`src/ddac_pkg.sv`:
```
package ddac_pkg;
    // Bus address upper five bits
    localparam logic [4:0] ADDR_HI = 5'h03;
    // Frame field positions
    localparam int CMD_MSB = 23;
    localparam int CMD_LSB = 20;
    localparam int ADR_B_BIT = 19;
    localparam int ADR_A_BIT = 16;
    localparam int CODE_MSB = 15;
    localparam int CODE_LSB = 4;
    localparam int FRAME_BYTES = 3;
    // Command codes
    localparam logic [3:0] CMD_NOP = 4'h0;
    localparam logic [3:0] CMD_WR_IN = 4'h1;
    localparam logic [3:0] CMD_UPD = 4'h2;
    localparam logic [3:0] CMD_WR_UPD = 4'h3;
    localparam logic [3:0] CMD_PWR = 4'h4;
    localparam logic [3:0] CMD_MASK = 4'h5;
    // Readback cycle: two bytes A, four spare bytes, two bytes B
    localparam logic [2:0] RB_LAST = 3'h7;
    localparam logic [2:0] RB_B_FIRST = 3'h6;
    // Reset values
    localparam logic [11:0] CODE_RST = 12'h000;
    localparam logic [1:0] PWR_RST = 2'h0;
    // Power field encodings
    localparam logic [1:0] PWR_NORMAL = 2'h0;
    localparam logic [1:0] PWR_1K = 2'h1;
    localparam logic [1:0] PWR_100K = 2'h2;
    localparam logic [1:0] PWR_TRI = 2'h3;
    // Link clock timing
    localparam real SCL_MIN_NS = 125.0;
    localparam real CLK_NS = 5.0;
    localparam int SCL_MIN_CYC = int'(SCL_MIN_NS / CLK_NS);
endpackage

```
`src/ddac_i2c.sv`:
```
`timescale 1ns/1ps
// How it works
// Bus address is 00011 followed by the two address-select pins.
// Select pin high gives a 1 bit, low gives 0; four addresses.
// Start is data falling while clock high; detected here.
// Matching address acknowledged by holding data low in ninth pulse.
// Bytes are eight bits MSB first plus one acknowledge bit.
// Data changes only while clock low, except start and stop.
// Master ends a read with not-acknowledge then stop.
// Write is address, command byte, high data, low data, stop.
// Address byte and all three written bytes are acknowledged.
// Readback begins with a write of the control byte.
// Repeated start and read address, then device sends register bytes.
// Readback continues until not-acknowledge and stop.
// Both channels selected means channel A is returned first.
// A two bytes, four spare bytes, then B two bytes.
// After B the readback wraps to channel A.
// Command 0100 sets power modes from the low eight frame bits.
// Bits 7:6 channel B power, 5:2 ones, 1:0 channel A power.
// Power codes: normal, 1k, 100k, three-state; nonzero shuts channel down.
// Power-down keeps DAC register and still accepts updates.
// Command 0001 with strobe low updates input and DAC on 24th clock.
// Strobe high keeps DAC; later strobe fall copies inputs to DAC.
// Frame is command 23:20, address 19:16, 12-bit code in 15:4.
// Command 0011 writes input and DAC regardless of strobe.
// Command 0010 copies input registers to DAC registers of addressed channels.
// Masked channels ignore the load strobe pin; the code masks only its fall, not a 0001 write with it low.
// Readback code left-aligned, low nibble of second byte zero.
// Reserved commands are acknowledged but change nothing.
module ddac_i2c
    import ddac_pkg::*;
(
    input wire logic core_clk,
    input wire logic arst_n,
    input wire logic scl_in,
    input wire logic sda_in,
    output logic sda_out,
    output logic sda_oe,
    input wire logic addr_sel_pin0,
    input wire logic addr_sel_pin1,
    input wire logic load_strobe_n,
    output logic [11:0] dac_a_code,
    output logic [11:0] dac_b_code,
    output logic [11:0] input_a_code,
    output logic [11:0] input_b_code,
    output logic [1:0] chan_a_power,
    output logic [1:0] chan_b_power,
    output logic chan_a_shutdown,
    output logic chan_b_shutdown,
    output logic [1:0] load_mask
);
    import ddac_pkg::*;

    typedef enum logic [2:0] {
        DDAC_IDLE, DDAC_ADDR, DDAC_WACK, DDAC_WDATA, DDAC_RDATA, DDAC_RACK, DDAC_IGNORE
    } ddac_state_t;

    logic scl_s, sda_s, ldn_s, sel0_s, sel1_s;
    logic scl_d, sda_d, ldn_d;
    logic scl_rise, scl_fall, start_det, stop_det, ld_fall;

    ddac_sync #(.WIDTH(5)) u_sync (
        .core_clk(core_clk),
        .arst_n(arst_n),
        .async_in({scl_in, sda_in, load_strobe_n, addr_sel_pin0, addr_sel_pin1}),
        .sync_out({scl_s, sda_s, ldn_s, sel0_s, sel1_s})
    );
    // Edge history of synchronised pins
    always_ff @(posedge core_clk or negedge arst_n) begin
        if (!arst_n) begin
            scl_d <= 1'b1;
            sda_d <= 1'b1;
            ldn_d <= 1'b1;
        end else begin
            scl_d <= scl_s;
            sda_d <= sda_s;
            ldn_d <= ldn_s;
        end
    end

    assign scl_rise = scl_s && !scl_d;
    assign scl_fall = !scl_s && scl_d;
    assign start_det = scl_s && scl_d && sda_d && !sda_s;
    assign stop_det = scl_s && scl_d && !sda_d && sda_s;
    assign ld_fall = ldn_d && !ldn_s;

    ddac_state_t state, next_state;
    logic [3:0] bitcnt, next_bitcnt;
    logic [7:0] shreg, next_shreg;
    logic [1:0] bytecnt, next_bytecnt;
    logic [23:0] frame, next_frame;
    logic [2:0] rbptr, next_rbptr;
    logic next_sda_out, next_sda_oe;
    logic frame_done;
    logic [6:0] my_addr;
    logic [7:0] rb_byte;

    assign my_addr = {ADDR_HI, sel1_s, sel0_s};

    // Readback byte for current pointer, code left-aligned
    always_comb begin
        case (rbptr)
            3'h0: rb_byte = input_a_code[11:4];
            3'h1: rb_byte = {input_a_code[3:0], 4'h0};
            RB_B_FIRST: rb_byte = input_b_code[11:4];
            RB_LAST: rb_byte = {input_b_code[3:0], 4'h0};
            default: rb_byte = 8'h00;
        endcase
    end

    // Bus protocol next-state: bits shift on clock rise, drive on clock fall
    always_comb begin
        next_state = state;
        next_bitcnt = bitcnt;
        next_shreg = shreg;
        next_bytecnt = bytecnt;
        next_frame = frame;
        next_rbptr = rbptr;
        next_sda_out = sda_out;
        next_sda_oe = sda_oe;
        frame_done = 1'b0;
        if (start_det) begin
            next_state = DDAC_ADDR;
            next_bitcnt = 4'h0;
            next_sda_oe = 1'b0;
        end else if (stop_det) begin
            next_state = DDAC_IDLE;
            next_sda_oe = 1'b0;
        end else begin
            case (state)
                DDAC_ADDR, DDAC_WDATA: begin
                    if (scl_rise && bitcnt < 4'h8) begin
                        next_shreg = {shreg[6:0], sda_s};
                        next_bitcnt = bitcnt + 4'h1;
                    end else if (scl_fall && bitcnt == 4'h8) begin
                        next_bitcnt = 4'h0;
                        if (state == DDAC_ADDR) begin
                            if (shreg[7:1] == my_addr) begin
                                next_sda_out = 1'b0;
                                next_sda_oe = 1'b1;
                                next_state = DDAC_WACK;
                                next_bytecnt = 2'h0;
                                // Control byte was the last byte shifted in; both channels start at A
                                if (shreg[0])
                                    next_rbptr = (frame[0] || !frame[3]) ? 3'h0 : RB_B_FIRST;
                                next_shreg = shreg;
                            end else begin
                                next_state = DDAC_IGNORE;
                            end
                        end else begin
                            next_frame = {frame[15:0], shreg};
                            next_sda_out = 1'b0;
                            next_sda_oe = 1'b1;
                            next_state = DDAC_WACK;
                            next_bytecnt = bytecnt + 2'h1;
                            frame_done = (bytecnt == 2'(FRAME_BYTES - 1));
                        end
                    end
                end
                DDAC_WACK: begin
                    if (scl_fall) begin
                        // An address ack, or the ack of a fourth data byte, leaves bytecnt at zero; shreg[0] then picks the direction
                        if (shreg[0] && bytecnt == 2'h0) begin
                            next_state = DDAC_RDATA;
                            next_sda_out = rb_byte[7];
                            next_sda_oe = 1'b1;
                            next_shreg = {rb_byte[6:0], 1'b0};
                            next_bitcnt = 4'h1;
                        end else begin
                            next_sda_oe = 1'b0;
                            next_state = DDAC_WDATA;
                        end
                    end
                end
                DDAC_RDATA: begin
                    if (scl_fall) begin
                        if (bitcnt == 4'h8) begin
                            next_sda_oe = 1'b0;
                            next_state = DDAC_RACK;
                        end else begin
                            next_sda_out = shreg[7];
                            next_shreg = {shreg[6:0], 1'b0};
                            next_bitcnt = bitcnt + 4'h1;
                        end
                    end
                end
                DDAC_RACK: begin
                    if (scl_rise) begin
                        next_rbptr = (rbptr == RB_LAST) ? 3'h0 : rbptr + 3'h1;
                        next_state = sda_s ? DDAC_IGNORE : DDAC_RACK;
                        next_bitcnt = 4'h0;
                    end else if (scl_fall && bitcnt == 4'h0) begin
                        next_state = DDAC_RDATA;
                        next_sda_out = rb_byte[7];
                        next_sda_oe = 1'b1;
                        next_shreg = {rb_byte[6:0], 1'b0};
                        next_bitcnt = 4'h1;
                    end
                end
                DDAC_IGNORE, DDAC_IDLE: next_sda_oe = 1'b0;
                default: next_state = DDAC_IDLE;
            endcase
        end
    end

    always_ff @(posedge core_clk or negedge arst_n) begin
        if (!arst_n) begin
            state <= DDAC_IDLE;
            bitcnt <= 4'h0;
            shreg <= 8'h00;
            bytecnt <= 2'h0;
            frame <= 24'h000000;
            rbptr <= 3'h0;
            sda_out <= 1'b1;
            sda_oe <= 1'b0;
        end else begin
            state <= next_state;
            bitcnt <= next_bitcnt;
            shreg <= next_shreg;
            bytecnt <= next_bytecnt;
            frame <= next_frame;
            rbptr <= next_rbptr;
            sda_out <= next_sda_out;
            sda_oe <= next_sda_oe;
        end
    end

    // Register bank next values, per channel
    logic [11:0] next_in [2];
    logic [11:0] next_dac [2];
    logic [1:0] next_pwr [2];
    logic [1:0] next_mask;
    logic [11:0] in_r [2];
    logic [11:0] dac_r [2];
    logic [1:0] pwr_r [2];
    logic [3:0] cmd;
    logic [1:0] sel;

    assign cmd = next_frame[CMD_MSB:CMD_LSB];
    assign sel = {next_frame[ADR_B_BIT], next_frame[ADR_A_BIT]};

    genvar ch;
    generate
        for (ch = 0; ch < 2; ch++) begin : g_ch
            // DAC register keeps accepting updates in power-down
            always_comb begin
                next_in[ch] = in_r[ch];
                next_dac[ch] = dac_r[ch];
                next_pwr[ch] = pwr_r[ch];
                if (frame_done) begin
                    case (cmd)
                        CMD_WR_IN: if (sel[ch]) begin
                            next_in[ch] = next_frame[CODE_MSB:CODE_LSB];
                            if (!ldn_s)
                                next_dac[ch] = next_frame[CODE_MSB:CODE_LSB];
                        end
                        CMD_UPD: if (sel[ch])
                            next_dac[ch] = in_r[ch];
                        CMD_WR_UPD: if (sel[ch]) begin
                            next_in[ch] = next_frame[CODE_MSB:CODE_LSB];
                            next_dac[ch] = next_frame[CODE_MSB:CODE_LSB];
                        end
                        CMD_PWR: next_pwr[ch] = (ch == 0) ? next_frame[1:0] : next_frame[7:6];
                        default: ;
                    endcase
                end else if (ld_fall && !load_mask[ch]) begin
                    next_dac[ch] = in_r[ch];
                end
            end

            always_ff @(posedge core_clk or negedge arst_n) begin
                if (!arst_n) begin
                    in_r[ch] <= CODE_RST;
                    dac_r[ch] <= CODE_RST;
                    pwr_r[ch] <= PWR_RST;
                end else begin
                    in_r[ch] <= next_in[ch];
                    dac_r[ch] <= next_dac[ch];
                    pwr_r[ch] <= next_pwr[ch];
                end
            end
        end
    endgenerate

    // Mask register from command 0101: bit 3 channel B, bit 0 channel A
    always_comb begin
        next_mask = load_mask;
        if (frame_done && cmd == CMD_MASK)
            next_mask = {next_frame[3], next_frame[0]};
    end

    always_ff @(posedge core_clk or negedge arst_n) begin
        if (!arst_n)
            load_mask <= 2'h0;
        else
            load_mask <= next_mask;
    end

    assign input_a_code = in_r[0];
    assign input_b_code = in_r[1];
    assign dac_a_code = dac_r[0];
    assign dac_b_code = dac_r[1];
    assign chan_a_power = pwr_r[0];
    assign chan_b_power = pwr_r[1];
    assign chan_a_shutdown = (pwr_r[0] != PWR_NORMAL);
    assign chan_b_shutdown = (pwr_r[1] != PWR_NORMAL);
endmodule

```
`src/ddac_sync.sv`:
```
`timescale 1ns/1ps
// Two-stage synchroniser for pin inputs, one bit per lane
module ddac_sync #(
    parameter int WIDTH = 4
) (
    input wire logic core_clk,
    input wire logic arst_n,
    input wire logic [WIDTH-1:0] async_in,
    output logic [WIDTH-1:0] sync_out
);
    logic [WIDTH-1:0] meta;

    // First stage feeds only the second stage
    always_ff @(posedge core_clk or negedge arst_n) begin
        if (!arst_n) begin
            meta <= {WIDTH{1'b1}};
            sync_out <= {WIDTH{1'b1}};
        end else begin
            meta <= async_in;
            sync_out <= meta;
        end
    end
endmodule

```
`config.mk`:
```
export PLATFORM = sky130hd
export DESIGN_NAME = ddac_i2c
export DESIGN_NICKNAME = d
export VERILOG_FILES = /design/src/ddac_pkg.sv /design/src/ddac_i2c.sv /design/src/ddac_sync.sv
export SDC_FILE = /design/constraint.sdc
export NUM_CORES = 1
export LEC_CHECK = 0
export BUFFER_PORTS_ARGS = -buffer_cell sky130_fd_sc_hd__buf_2
export CAP_MARGIN = 0
export CELL_PAD_IN_SITES_DETAIL_PLACEMENT = 0
export CELL_PAD_IN_SITES_GLOBAL_PLACEMENT = 1
export CORE_UTILIZATION = 50
export CTS_CLUSTER_SIZE = 14
export DETAILED_ROUTE_END_ITERATION = 7
export PLACE_DENSITY = 0.89
export SLEW_MARGIN = 20
export SYNTH_ARGS = -nofsm -noshare
export SYNTH_HDL_FRONTEND = slang
export SYNTH_SLANG_ARGS = --single-unit
```
`constraint.sdc`:
```
create_clock -name core_clk -period 3.9 [get_ports core_clk]
set_input_delay 0.195 -clock core_clk [delete_from_list [all_inputs] [get_ports core_clk]]
set_output_delay 0.195 -clock core_clk [all_outputs]
set_load 0.02 [all_outputs]
```
## Word-level counts from Yosys, hierarchy flattened

Cells that the tools add are included.

- Output and inout port bits: 58
- Register bits: 113
- Word-level logic and storage cells: 232
- Input port bits: 7

- Muxes and demuxes: 94
- Add/subtract/negate cells: 3
- Reduce and logical (&&, ||, !) cells: 52
- Bitwise gates (word level): 4
- Magnitude comparators: 1
- Equal/unequal tests: 57

Operator list:

| kind | number |
|---|---|
| 24-bit two-way mux | 6 |
| 12-bit two-way mux | 11 |
| 12-bit case mux with 3 select lines | 2 |
| 8-bit case mux with 4 select lines | 2 |
| 3-bit two-way mux | 20 |
| 8-bit two-way mux | 7 |
| 4-bit two-way mux | 10 |
| 3-bit != test (second input constant) | 13 |
| 4-bit != test (second input constant) | 9 |
| 1-bit two-way mux | 28 |
| 2-bit != test (second input constant) | 14 |
| 6-bit AND reduction | 4 |
| 9-bit AND reduction | 2 |
| 4-bit case mux with 4 select lines | 1 |
| 3-bit equality test (second input constant) | 5 |
| 1-bit logical AND | 15 |
| 3-bit case mux with 5 select lines | 1 |
| 12-bit AND reduction | 1 |
| 5-bit != test (second input constant) | 2 |
| 10-bit AND reduction | 1 |
| 2-bit nonzero test | 5 |
| 4-bit by 2-bit equality test with 1-bit output (second input constant) | 2 |
| 4-bit by 3-bit equality test with 1-bit output (second input constant) | 2 |
| 1-bit zero test | 8 |
| other kinds (29) | 40 |

## Depth between registers and ports, before layout

Gate-level depths: netlist of run 1.

- Depth in word-level cells: 12
- Gate-level depth with buffers: 9
- Gate-level depth less buffers: 7

## By module

A second synthesis of run 1 with hierarchy kept.

- Cell total of the unflattened synthesis: 455
- Area total of the unflattened synthesis: 5096.1 sq um

By module, submodules not included:

| module | seq. area each (sq um) | cells an instance | times used | area each (sq um) |
|---|---|---|---|---|
| ddac_i2c | 2382.3 | 445 | 1 | 4833.4 |
| ddac_sync | 262.8 | 10 | 1 | 262.8 |

## Worst setup path before layout of run 1

No wires, ideal clock.

- Path type: register -> register
- Start: register bitcnt[0]
- End: register shreg[0]
- Stages on the path, launching flop included: 9
- Buffers on the path: 1
- Arrival: 2.157 ns
- Path slack: 1.619 ns
- Data required time: 3.775 ns
- Library setup time: 0.125 ns
- Period minus slack after synthesis: 2.281 ns
- Path through: dfrtp_1 > inv_1 > ha_1 > or3b_2 > a21oi_1 > nor2_1 > and4b_1 > clkbuf_1 > mux2_2

- Word-level cells in the longest chain between the ends: 4
- Elaborated cells between the ends (all ways): 9
- Those cells by class: order compare: 1; eq/ne: 4; reduce/logical: 4

RTL lines:

| element | RTL line | source |
|---|---|---|
| start, declared | ddac_i2c.sv:88 | `logic [3:0] bitcnt, next_bitcnt;` |
| start signal, assigned | ddac_i2c.sv:218 | `bitcnt <= next_bitcnt;` |
| 4-bit less-than comparator or 4-bit zero test (tied branches) | ddac_i2c.sv:132, ddac_i2c.sv:192 |  |
| 1-bit logical AND, on equally long branches | ddac_i2c.sv:132, ddac_i2c.sv:192 |  |
| 2-bit != test (no source line) | n/a |  |
| 10-bit AND reduction (no source line) (*) | n/a |  |
| end signal, assigned | ddac_i2c.sv:219 | `shreg <= next_shreg;` |
| end, declared | ddac_i2c.sv:89 | `logic [7:0] shreg, next_shreg;` |

Mark *: on every way between the ends. The rest lies on a longest branch, timed or not.
A chain may end at the register's enable or synchronous reset.

## Worst setup path in the final report of run 1

- Start: register scl_d
- End: register dac_r (netlist bit dac_a_code[11])

- Word-level cells in the longest chain between the ends: 11
- Elaborated cells between the ends (all ways): 35
- Those cells by class: eq/ne: 8; mux: 15; reduce/logical: 12

RTL lines:

| element | RTL line | source |
|---|---|---|
| start, declared | ddac_i2c.sv:59 | `logic scl_d, sda_d, ldn_d;` |
| start signal, assigned | ddac_i2c.sv:75 | `scl_d <= scl_s;` |
| parallel branches: the longest is 11 deep, another holds 24-bit two-way mux | n/a |  |
| end signal, assigned by index | ddac_i2c.sv:278 | `dac_r[ch] <= next_dac[ch];` |
| end, declared | ddac_i2c.sv:234 | `logic [11:0] dac_r [2];` |

Parallel ways; which one is timed is not known. The select of a mux whose other input is x is not followed.

==> metrics.md, run 1 <==
| Metric | Value |
|---|---|
| RR Startpoint | scl_d$_DFF_PN1_ |
| Psw | roughly 0.0009 W |
| Clock latency on the worst-skew pair | between 300 and 400 ps |
| Fin. Hold Viols | 0 |
| Fin util | just under 60% |
| Synthesized instance count | about 460 |
| Fin nets | around 540 |
| Hold Path Class | reg -> reg |
| Via-per-instance ratio | 5.73 |
| Yosys cell types | 62 |
| Gr ovfl total | 0 |
| Pre-antenna DRT Iters | 4 |
| Rel. slew slack | between 40 and 50% |
| Gate power share | 25.8% |
| Clock H-tree levels | 3 |
| Routed WL | ~12 mm |
| Worst flop-to-flop path endpoint | dac_a_code[11]$_DFFE_PN0P_ |
| Synthesized Nets | 477 |
| Hold path cells | 0 |
| Status | finished clean |
| # rows | 36 |
| DR WL/cell | 18.5 µm |
| Worst EP required | between 4000 and 5000 ps |
| CTS Buf Count | 9 |
| Worst EP arrival | between 3000 and 4000 ps |
| R2R depth | 5 |
| PortBufs | 64 |
| Final instance area | 5880 µm² |
| Die span in x | between 100 and 150 µm |
| Final ANT Viol Nets | 0 |
| Register area | ~2600 µm² |
| Max-slew violation count | 0 |
| Multi-input logic area | 2350 µm² |
| Flop pwr share | 47.1% |
| First-pass GRT wire length | around 20 mm |
| Vias in the first global route | 3702 |
| HPWL after DPL | around 8.4 mm |
| Endpoint type of the worst setup path | flip-flop |
| Die Span Y | 104 µm |
| Post-synth EDFFs | 0 |
| Initial core utilization | 52.4% |
| Pwr dens | between 400 and 500 nW/µm² |
| WHS Endpoint | u_sync.sync_out[3]$_DFF_PN1_ |
| CTS tree | done |
| Tcrit/Tclk final | around 70% |
| Setup TNS | 0 ps |
| Antenna Cells | 0 |
| Internal | ~0.0018 W |
| Final setup vio count | 0 |
| Starting DRT DRC Count | between 200 and 300 |
| GPL Wtd Cong | between 0.9 and 1 |
| Synth warnings | 0 |
| RSZ-0062 raised after global routing | no |
| FILL cells | 859 |
| Largest net degree at the start of global routing | between 60 and 70 |
| Fin crit period | 2800 ps |
| Post-Syn Area | roughly 5200 µm² |
| Crit path launch type | flip-flop |
| Clk buf depth | 2 |
| Seq/Total Area, Yosys | 51.0% |
| CTS clk-pin slew, worst paths | 100 ps |
| Critical path type | reg -> reg |
| Syn Area/Cell | about 11 µm² |
| Clock share of power | between 20% and 30% |
| Initial antenna violation count | 0 |
| Via count | about 3.8k |
| Reg2reg setup slack | between 1000 and 1500 ps |
| Ports | 65 |
| Area Overhead vs Synth | 13.4% |
| Least-Margin Pin Slew | around 890 ps |
| Switching Fraction | 33.0% |
| Async SR Flop Fraction | 100% |
| DRC | 0 |
| Crit Path Max Fanout | 13 |
| Skew final | roughly 14 ps |
| Max Fclk | ~360 MHz |
| Worst min-delay path startpoint | u_sync.meta[3]$_DFF_PN1_ |
| Leak pwr | between 2 and 3 nW |
| Clock sink count | approximately 110 |
| Total of max-cap violations | 0 |
| Max VDD drop | between 0.2 and 0.25 mV |
| CTS Root Buffer Type | clkbuf_8 |
| Core area | roughly 10000 µm² |
| Placed cell area | about 5600 µm² |
| Gr usage total | a little under a quarter |
| Die area | approximately 11000 µm² |
| Seq cells post-synth | ~110 |
| Layout cell share with drive strength beyond 1 | between 30 and 40% |
| Primary FF master, synth | dfrtp_1 |
-- layout by cell type, fill, tap and decap left out, types with 3 or more instances in the layout --
cell type,count
buf_4,6
ha_1,9
nor2b_1,5
dlygate4sd3_1,6
nand2b_1,8
nor3b_1,6
nor3_1,4
nand3_1,8
and3_1,3
nand4_1,6
dfstp_2,14
a21oi_1,11
o21ai_0,34
clkbuf_8,9
nand2_1,47
a211o_1,3
o32ai_1,3
a31oi_1,5
xor2_1,3
buf_2,63
mux2_1,20
a22oi_1,8
nor2_1,10
inv_1,24
dfrtp_1,91
mux2_2,53
mux2i_1,14
-- layer usage --
layer / GRT usage, % / share of wire [%]
met5: 0 / 0
met4: 7.14 / 1.2
met3: 3.95 / 5.5
met2: 37.5 / 47
met1: 34.3 / 46
-- worst max-delay path by stage --
stage / start / to / slack, ps / cells after the start
2_1_floorplan: bitcnt[0]$_DFFE_PN0P_ / shreg[0]$_DFFE_PN0P_ / 1620 / 8
3_3_place_gp: state[2]$_DFFE_PN0P_ / dac_a_code[0]$_DFFE_PN0P_ / 1200 / 6
3_5_place_dp: scl_d$_DFF_PN1_ / dac_a_code[11]$_DFFE_PN0P_ / 1120 / 5
4_1_cts: scl_d$_DFF_PN1_ / dac_a_code[11]$_DFFE_PN0P_ / 1110 / 5
5_1_grt: scl_d$_DFF_PN1_ / dac_a_code[2]$_DFFE_PN0P_ / 890 / 5
6_report: scl_d$_DFF_PN1_ / dac_a_code[11]$_DFFE_PN0P_ / 1100 / 5
-- power groups by stage --
stage,registers (W),clock network [W],logic [W]
after global placement,0.00130,0,0.000685
after CTS,0.00128,0.000762,0.000699
after detailed placement,0.00130,0,0.000691
after global routing,0.00130,0.000796,0.000768
final,0.00129,0.000739,0.000705
after floorplan,0.00125,0,0.000542
-- worst max-delay path: stages, from the launching register on --
cell	delay [ps]
dfstp_2	670
nor4bb_1	620
nand2_1	220
nor2_1	170
a21o_1	580
mux2_2	420
-- per-stage QoR --
step	hold WS (ps)	power [W]	cells	setup WS [ps]
after floorplan	-101	0.00179	461	1620
after global placement	300	0.00199	638	1200
after detailed placement	303	0.00199	638	1120
after CTS	360	0.00274	659	1110
after global routing	363	0.00286	659	892
final	353	0.00273	659	1100
-- kinds of logic (layout without fill, tap and decap cells) --
kind of cell    after synthesis  count (layout)  share of synthesized area (%)
compound gates               92              92                           12.0
xor+xnor                      3               3                          0.506
fa+ha+maj                     9               9                           2.17
buf+inv                      49             114                           3.69
flops                       105             105                           51.0
mux                          87              87                           18.5
simple gates                116             116                           12.1
-- sequential cells by signal, summed over array words and instances (netlist names) --
name and count:
frame 16, dac_a_code 12, dac_b_code 12, input_a_code 12, input_b_code 12, shreg 8, u_sync.meta 5, u_sync.sync_out 5
bitcnt 4, rbptr 3, state 3, bytecnt 2, chan_a_power 2, chan_b_power 2, load_mask 2, ldn_d 1
scl_d 1, sda_d 1, sda_oe 1, sda_out 1
-- Yosys cell counts, types with 3 or more instances --
cell	n	area share [%]
buf_2	6	0.58
nor3_1	4	0.39
a31oi_1	5	0.60
a21oi_1	11	1.1
nand4_1	6	0.72
xor2_1	3	0.51
nand3_1	8	0.77
dfstp_2	14	7.1
mux2_1	20	4.3
nand2_1	47	3.4
nor3b_1	6	0.87
a22oi_1	8	1.2
dfrtp_1	91	44
mux2_2	53	11
inv_1	24	1.7
o21ai_0	34	3.3
nand2b_1	8	0.96
o32ai_1	3	0.51
a211o_1	3	0.51
nor2b_1	5	0.60
clkbuf_1	17	1.2
ha_1	9	2.2
and3_1	3	0.36
nor2_1	10	0.72
mux2i_1	14	2.7
-- area by class of cell --
type	instances	share of cell area [%]
Clock buffer	11	2.23
Clock inverter	4	1.32
Timing Repair Buffer	75	7.14
Multi-Input combinational cell	307	40.0
Sequential cell	105	45.0
Inverter	24	1.53
Tap cell	133	2.83
-- timing repair --
item,CTS,global route
buffers inserted,0,0
gates resized for setup,0,0
setup endpoints to repair,0,0
hold buffers,6,0
endpoints found under the hold margin,63,0
No activity file was read; power rests on OpenSTA's default activity.
==> inputs of run 2 (changes only) <==
--- a/config.mk
+++ b/config.mk
@@ -5,14 +5,15 @@
 export SDC_FILE = /design/constraint.sdc
 export NUM_CORES = 1
 export LEC_CHECK = 0
+export ABC_AREA = 1
 export BUFFER_PORTS_ARGS = -buffer_cell sky130_fd_sc_hd__buf_2
 export CAP_MARGIN = 0
 export CELL_PAD_IN_SITES_DETAIL_PLACEMENT = 0
 export CELL_PAD_IN_SITES_GLOBAL_PLACEMENT = 1
-export CORE_UTILIZATION = 50
+export CORE_UTILIZATION = 43
 export CTS_CLUSTER_SIZE = 14
 export DETAILED_ROUTE_END_ITERATION = 7
-export PLACE_DENSITY = 0.89
+export PLACE_DENSITY = 0.83
 export SLEW_MARGIN = 20
 export SYNTH_ARGS = -nofsm -noshare
 export SYNTH_HDL_FRONTEND = slang
==> constraint.sdc (replaced) <==
create_clock -name core_clk -period 2.8 [get_ports core_clk]
set_input_delay 0.14 -clock core_clk [delete_from_list [all_inputs] [get_ports core_clk]]
set_output_delay 0.14 -clock core_clk [all_outputs]
set_load 0.02 [all_outputs]
==> run 2 against run 1 <==
  * Register-to-register slack worse by 810 ps
  * Flip-flop and latch count increased by 6
  * Via count up 27%
  * Critical path depth increased by 8
  * Wire length rose by 21%
  * Clock-buffer cell count is 1 lower
  * Clock skew shrank 4.9 ps
  * Maximum frequency increased by 11%
  * Worst hold slack better by 3.4 ps
==> metrics.md, run 2 <==
| Metric | Value |
|---|---|
| Status | finished clean (unchanged) |
| Worst min-delay path startpoint | u_sync.meta[1]$_DFF_PN1_ (was u_sync.meta[3]$_DFF_PN1_) |
| Gr usage total | 23.9% (about the same) |
| Initial core utilization | 44.9% (was 52.4%) |
| HPWL after DPL | 11.3 mm (was 8.42 mm) |
| Seq cells post-synth | 111 (was 105) |
| WHS | 357 ps (was 353 ps) |
| Top cell type's share of synthesized area | 44.1% (was 43.9%) |
| Gate power share | 23.1% (was 25.8%) |
| Synth area leaders | dfrtp_1 44%, nand2_1 17%, dfstp_2 6.7% (was dfrtp_1 44%, mux2_2 11%, dfstp_2 7.1%) |
| RSZ-0062 raised after global routing | yes (was no) |
| Max-slew violation count | 0 (unchanged) |
| Clk buf depth | 2 (unchanged) |
| Die area | 13200 µm² (was 10800 µm²) |
| Crit path buffers/inverters | 4 (was 0) |
| Clock sink count | 111 (was 105) |
| Routed WL | 14.8 mm (was 12.2 mm) |
| CP Cell Sequence | inv_1 -> ha_1 -> inv_1 -> nor2_1 -> nand3_1 -> nor2_4 -> nand2_1 -> nand2_2 -> inv_2 -> nor3_4 -> nand2_2 -> o21ai_1 -> inv_1 (was nor4bb_1 -> nand2_1 -> nor2_1 -> a21o_1 -> mux2_2) |
| Multi-input logic area | 2280 µm² (was 2350 µm²) |
| Syn Area/Cell | 7.91 µm² (was 11.3 µm²) |
| Via-per-instance ratio | 5.09 (was 5.73) |
| Area Overhead vs Synth | 16.4% (was 13.4%) |
| Critical path type | reg -> reg (unchanged) |
| WHS Endpoint | u_sync.sync_out[1]$_DFF_PN1_ (was u_sync.sync_out[3]$_DFF_PN1_) |
| Worst EP required | 3040 ps (was 4160 ps) |
| Layout cell share with drive strength beyond 1 | 18.6% (was 30.0%) |
| Simple-gate area share of the yosys netlist | 30.0% (was 12.1%) |
| R2R depth | 13 (was 5) |
| Skew final | 8.95 ps (was 13.8 ps) |
| Post-Syn Area | 5500 µm² (was 5190 µm²) |
| Starting DRT DRC Count | 534 (was 259) |
| Fin crit period | 2510 ps (was 2800 ps) |
| Switching Fraction | 33.6% (was 33.0%) |
| FILL cells | 1194 (was 859) |
| Critical path's slowest cell | dfrtp_1 (was dfstp_2) |
| Vias in the first global route | 4609 (was 3702) |
| Most common cell in the netlist | nand2_1 (was dfrtp_1) |
| Worst flop-to-flop path endpoint | input_a_code[2]$_DFFE_PN0P_ (was dac_a_code[11]$_DFFE_PN0P_) |
| RR Startpoint | bitcnt[0]$_DFFE_PN0P_ (was scl_d$_DFF_PN1_) |
| Via count | 4788 (was 3774) |
| Ports | 65 (unchanged) |
| Fin nets | 784 (was 538) |
| Flop pwr share | 44.6% (was 47.1%) |
| Synthesized Nets | 711 (was 477) |
| Core area | 12300 µm² (was 9910 µm²) |
| Largest register FFs | 22 (was 16) |
| Commonest non-fill, non-tap cells in the layout | 241 x nand2_1, 97 x dfrtp_1, 74 x inv_1, 73 x nand3_1, 63 x buf_2 (was 91 x dfrtp_1, 63 x buf_2, 53 x mux2_2, 47 x nand2_1, 34 x o21ai_0) |
| CTS Buf Count | 9 (unchanged) |
| Post-synthesis adder-cell area fraction | 2.05% (was 2.17%) |
| Crit path launch type | flip-flop (unchanged) |
| Synth Area in XOR/XNOR | 0.159% (was 0.506%) |
| Worst EP arrival | 2750 ps (was 3060 ps) |
| Largest net degree at the start of global routing | 54 (was 67) |
| Async SR Flop Fraction | 100% (unchanged) |
| DRC | 0 (unchanged) |
| Fin. Hold Viols | 0 (unchanged) |
| Commonest non-fill, non-tap cell in the layout | nand2_1 (was dfrtp_1) |
| PortBufs | 64 (unchanged) |
| Tcrit/Tclk final | 89.7% (was 71.7%) |
| Hold path cells | 0 (unchanged) |
| CTS Root Buffer Type | clkbuf_16 (was clkbuf_8) |
| Pwr dens | 642 nW/µm² (was 464 nW/µm²) |
| Crit-path leading delay family | simple AND/OR/NAND/NOR gates (unchanged) |
| Fin cells | 941 (was 659) |
| GPL Wtd Cong | 0.862 (was 0.928) |
| Least-Margin Pin Slew | 699 ps (was 891 ps) |
| Reg2reg setup slack | 290 ps (was 1100 ps) |
| CTS clk-pin slew, worst paths | 70 ps (was 100 ps) |
| Total of max-cap violations | 0 (unchanged) |
| Synth cell count leaders | 243 x nand2_1, 97 x dfrtp_1, 74 x inv_1, 73 x nand3_1, 50 x o21ai_0 (was 91 x dfrtp_1, 53 x mux2_2, 47 x nand2_1, 34 x o21ai_0, 24 x inv_1) |
| Psw | 0.00138 W (was 0.000899 W) |
| Final ANT Viol Nets | 0 (unchanged) |
| # rows | 40 (was 36) |
| Max VDD drop | 0.323 mV (was 0.226 mV) |
| Endpoint type of the worst setup path | flip-flop (unchanged) |
| Seq/Total Area, Yosys | 50.8% (was 51.0%) |
| Gr ovfl total | 0 (unchanged) |
| Post-synth EDFFs | 0 (unchanged) |
| Crit Path Max Fanout | 23 (was 13) |
| Rel. slew slack | 53.4% (was 40.4%) |
| Placed Cells | 919 (was 638) |
| Largest family of logic cells by synthesized area | simple AND/OR/NAND/NOR gates (was multiplexers) |
| Die Span Y | 115 µm (was 104 µm) |
| Fin util | 52.2% (was 59.4%) |
| Multiplexer share of the synthesized area | 0% (was 18.5%) |
| Die span in x | 115 µm (was 104 µm) |
| Primary FF master, synth | dfrtp_1 (unchanged) |
| Final setup vio count | 0 (unchanged) |
| Max Fclk | 398 MHz (was 357 MHz) |
| Clock H-tree levels | 3 (unchanged) |
| Hold Path Class | reg -> reg (unchanged) |
| Synth area leader | dfrtp_1 (unchanged) |
| Synth warnings | 0 (unchanged) |
| Clock share of power | 32.3% (was 27.1%) |
| Largest Register | frame (unchanged) |
| Internal | 0.00273 W (was 0.00183 W) |
| First-pass GRT wire length | 24.0 mm (was 20.2 mm) |
| Register area | 2800 µm² (was 2650 µm²) |
| Yosys cell types | 41 (was 62) |
| Leak pwr | 3.51 nW (was 2.94 nW) |
| Post-CTS setup buffer count | 0 (unchanged) |
| Worst path max stage delay | 430 ps (was 670 ps) |
| CTS tree | done (unchanged) |
| DR WL/cell | 15.7 µm (was 18.5 µm) |
| Clock latency on the worst-skew pair | 360 ps (was 370 ps) |
| Initial antenna violation count | 0 (unchanged) |
| Most used cell, CP | inv_1 |
| Pre-antenna DRT Iters | 5 (was 4) |
| Antenna Cells | 0 (unchanged) |
| Synthesized instance count | 695 (was 461) |
| Compound-Gate Fraction of Synth Area | 9.01% (was 12.0%) |
run 2: cell types whose count changed after synthesis, moves of 20 or more:
cell,change
nand2_1,+196
nand3_1,+65
mux2_2,-53
inv_1,+50
mux2_1,-20
run 2: area by class of cell:
| class | instances | area share, % |
|---|---|---|
| flip-flops and latches | 111 | 43.7 |
| multi-input cells | 479 | 35.6 |
| repair buffers | 83 | 7.70 |
| inverters | 84 | 4.92 |
| clock buffers | 10 | 3.73 |
| well taps | 168 | 3.28 |
| clock inverters | 6 | 1.06 |
run 2: per-stage QoR:
stage	total power (W)	worst slack, ps	TNS (ps)	cell area [µm²]
global placement	0.00279	219	0	6020
finish	0.00411	289	0	6400
detailed placement	0.00280	219	0	6020
CTS	0.00414	208	0	6390
floorplan	0.00250	676	0	5500
global route	0.00436	-31.5	-36.1	6400
run 2: power by group through the flow:
stage	registers, W	clock network [W]	logic (W)
after CTS	0.00184	0.00136	0.000947
after global placement	0.00186	0	0.000930
after global routing	0.00185	0.00142	0.00109
final	0.00183	0.00133	0.000949
after detailed placement	0.00187	0	0.000936
after floorplan	0.00184	0	0.000666
run 2: cells by family after synthesis:
family | after synthesis
AND/OR/NAND/NOR | 378
buffers and inverters | 105
adder cells (fa/ha/maj) | 9
XOR/XNOR | 1
flip-flops | 111
AO/OA/AOI/OAI | 91
run 2: repair_timing:
item,CTS,global route
setup endpoints to repair,0,39
hold buffers,6,0
resized for setup,0,4
endpoints found under the hold margin,45,0
run 2: metal layers:
layer / vias up / GRT usage [%] / wire length, µm
li1: 2360 / - / -
met1: 2290 / 33.5 / 7170
met2: 123 / 38.6 / 6860
met3: 15 / 2.69 / 522
met4: 0 / 8.57 / 227
met5: - / 0 / 0
run 2: worst max-delay path by stage:
stage / endpoint / startpoint / slack, ps / depth (start not counted)
5_1_grt: input_b_code[11]$_DFFE_PN0P_ / bitcnt[0]$_DFFE_PN0P_ / -30 / 13
2_1_floorplan: input_a_code[0]$_DFFE_PN0P_ / bitcnt[0]$_DFFE_PN0P_ / 680 / 14
6_report: input_a_code[2]$_DFFE_PN0P_ / bitcnt[0]$_DFFE_PN0P_ / 290 / 13
3_3_place_gp: input_a_code[0]$_DFFE_PN0P_ / bitcnt[0]$_DFFE_PN0P_ / 220 / 13
4_1_cts: dac_a_code[6]$_DFFE_PN0P_ / bitcnt[0]$_DFFE_PN0P_ / 210 / 16
3_5_place_dp: dac_a_code[3]$_DFFE_PN0P_ / bitcnt[0]$_DFFE_PN0P_ / 220 / 16
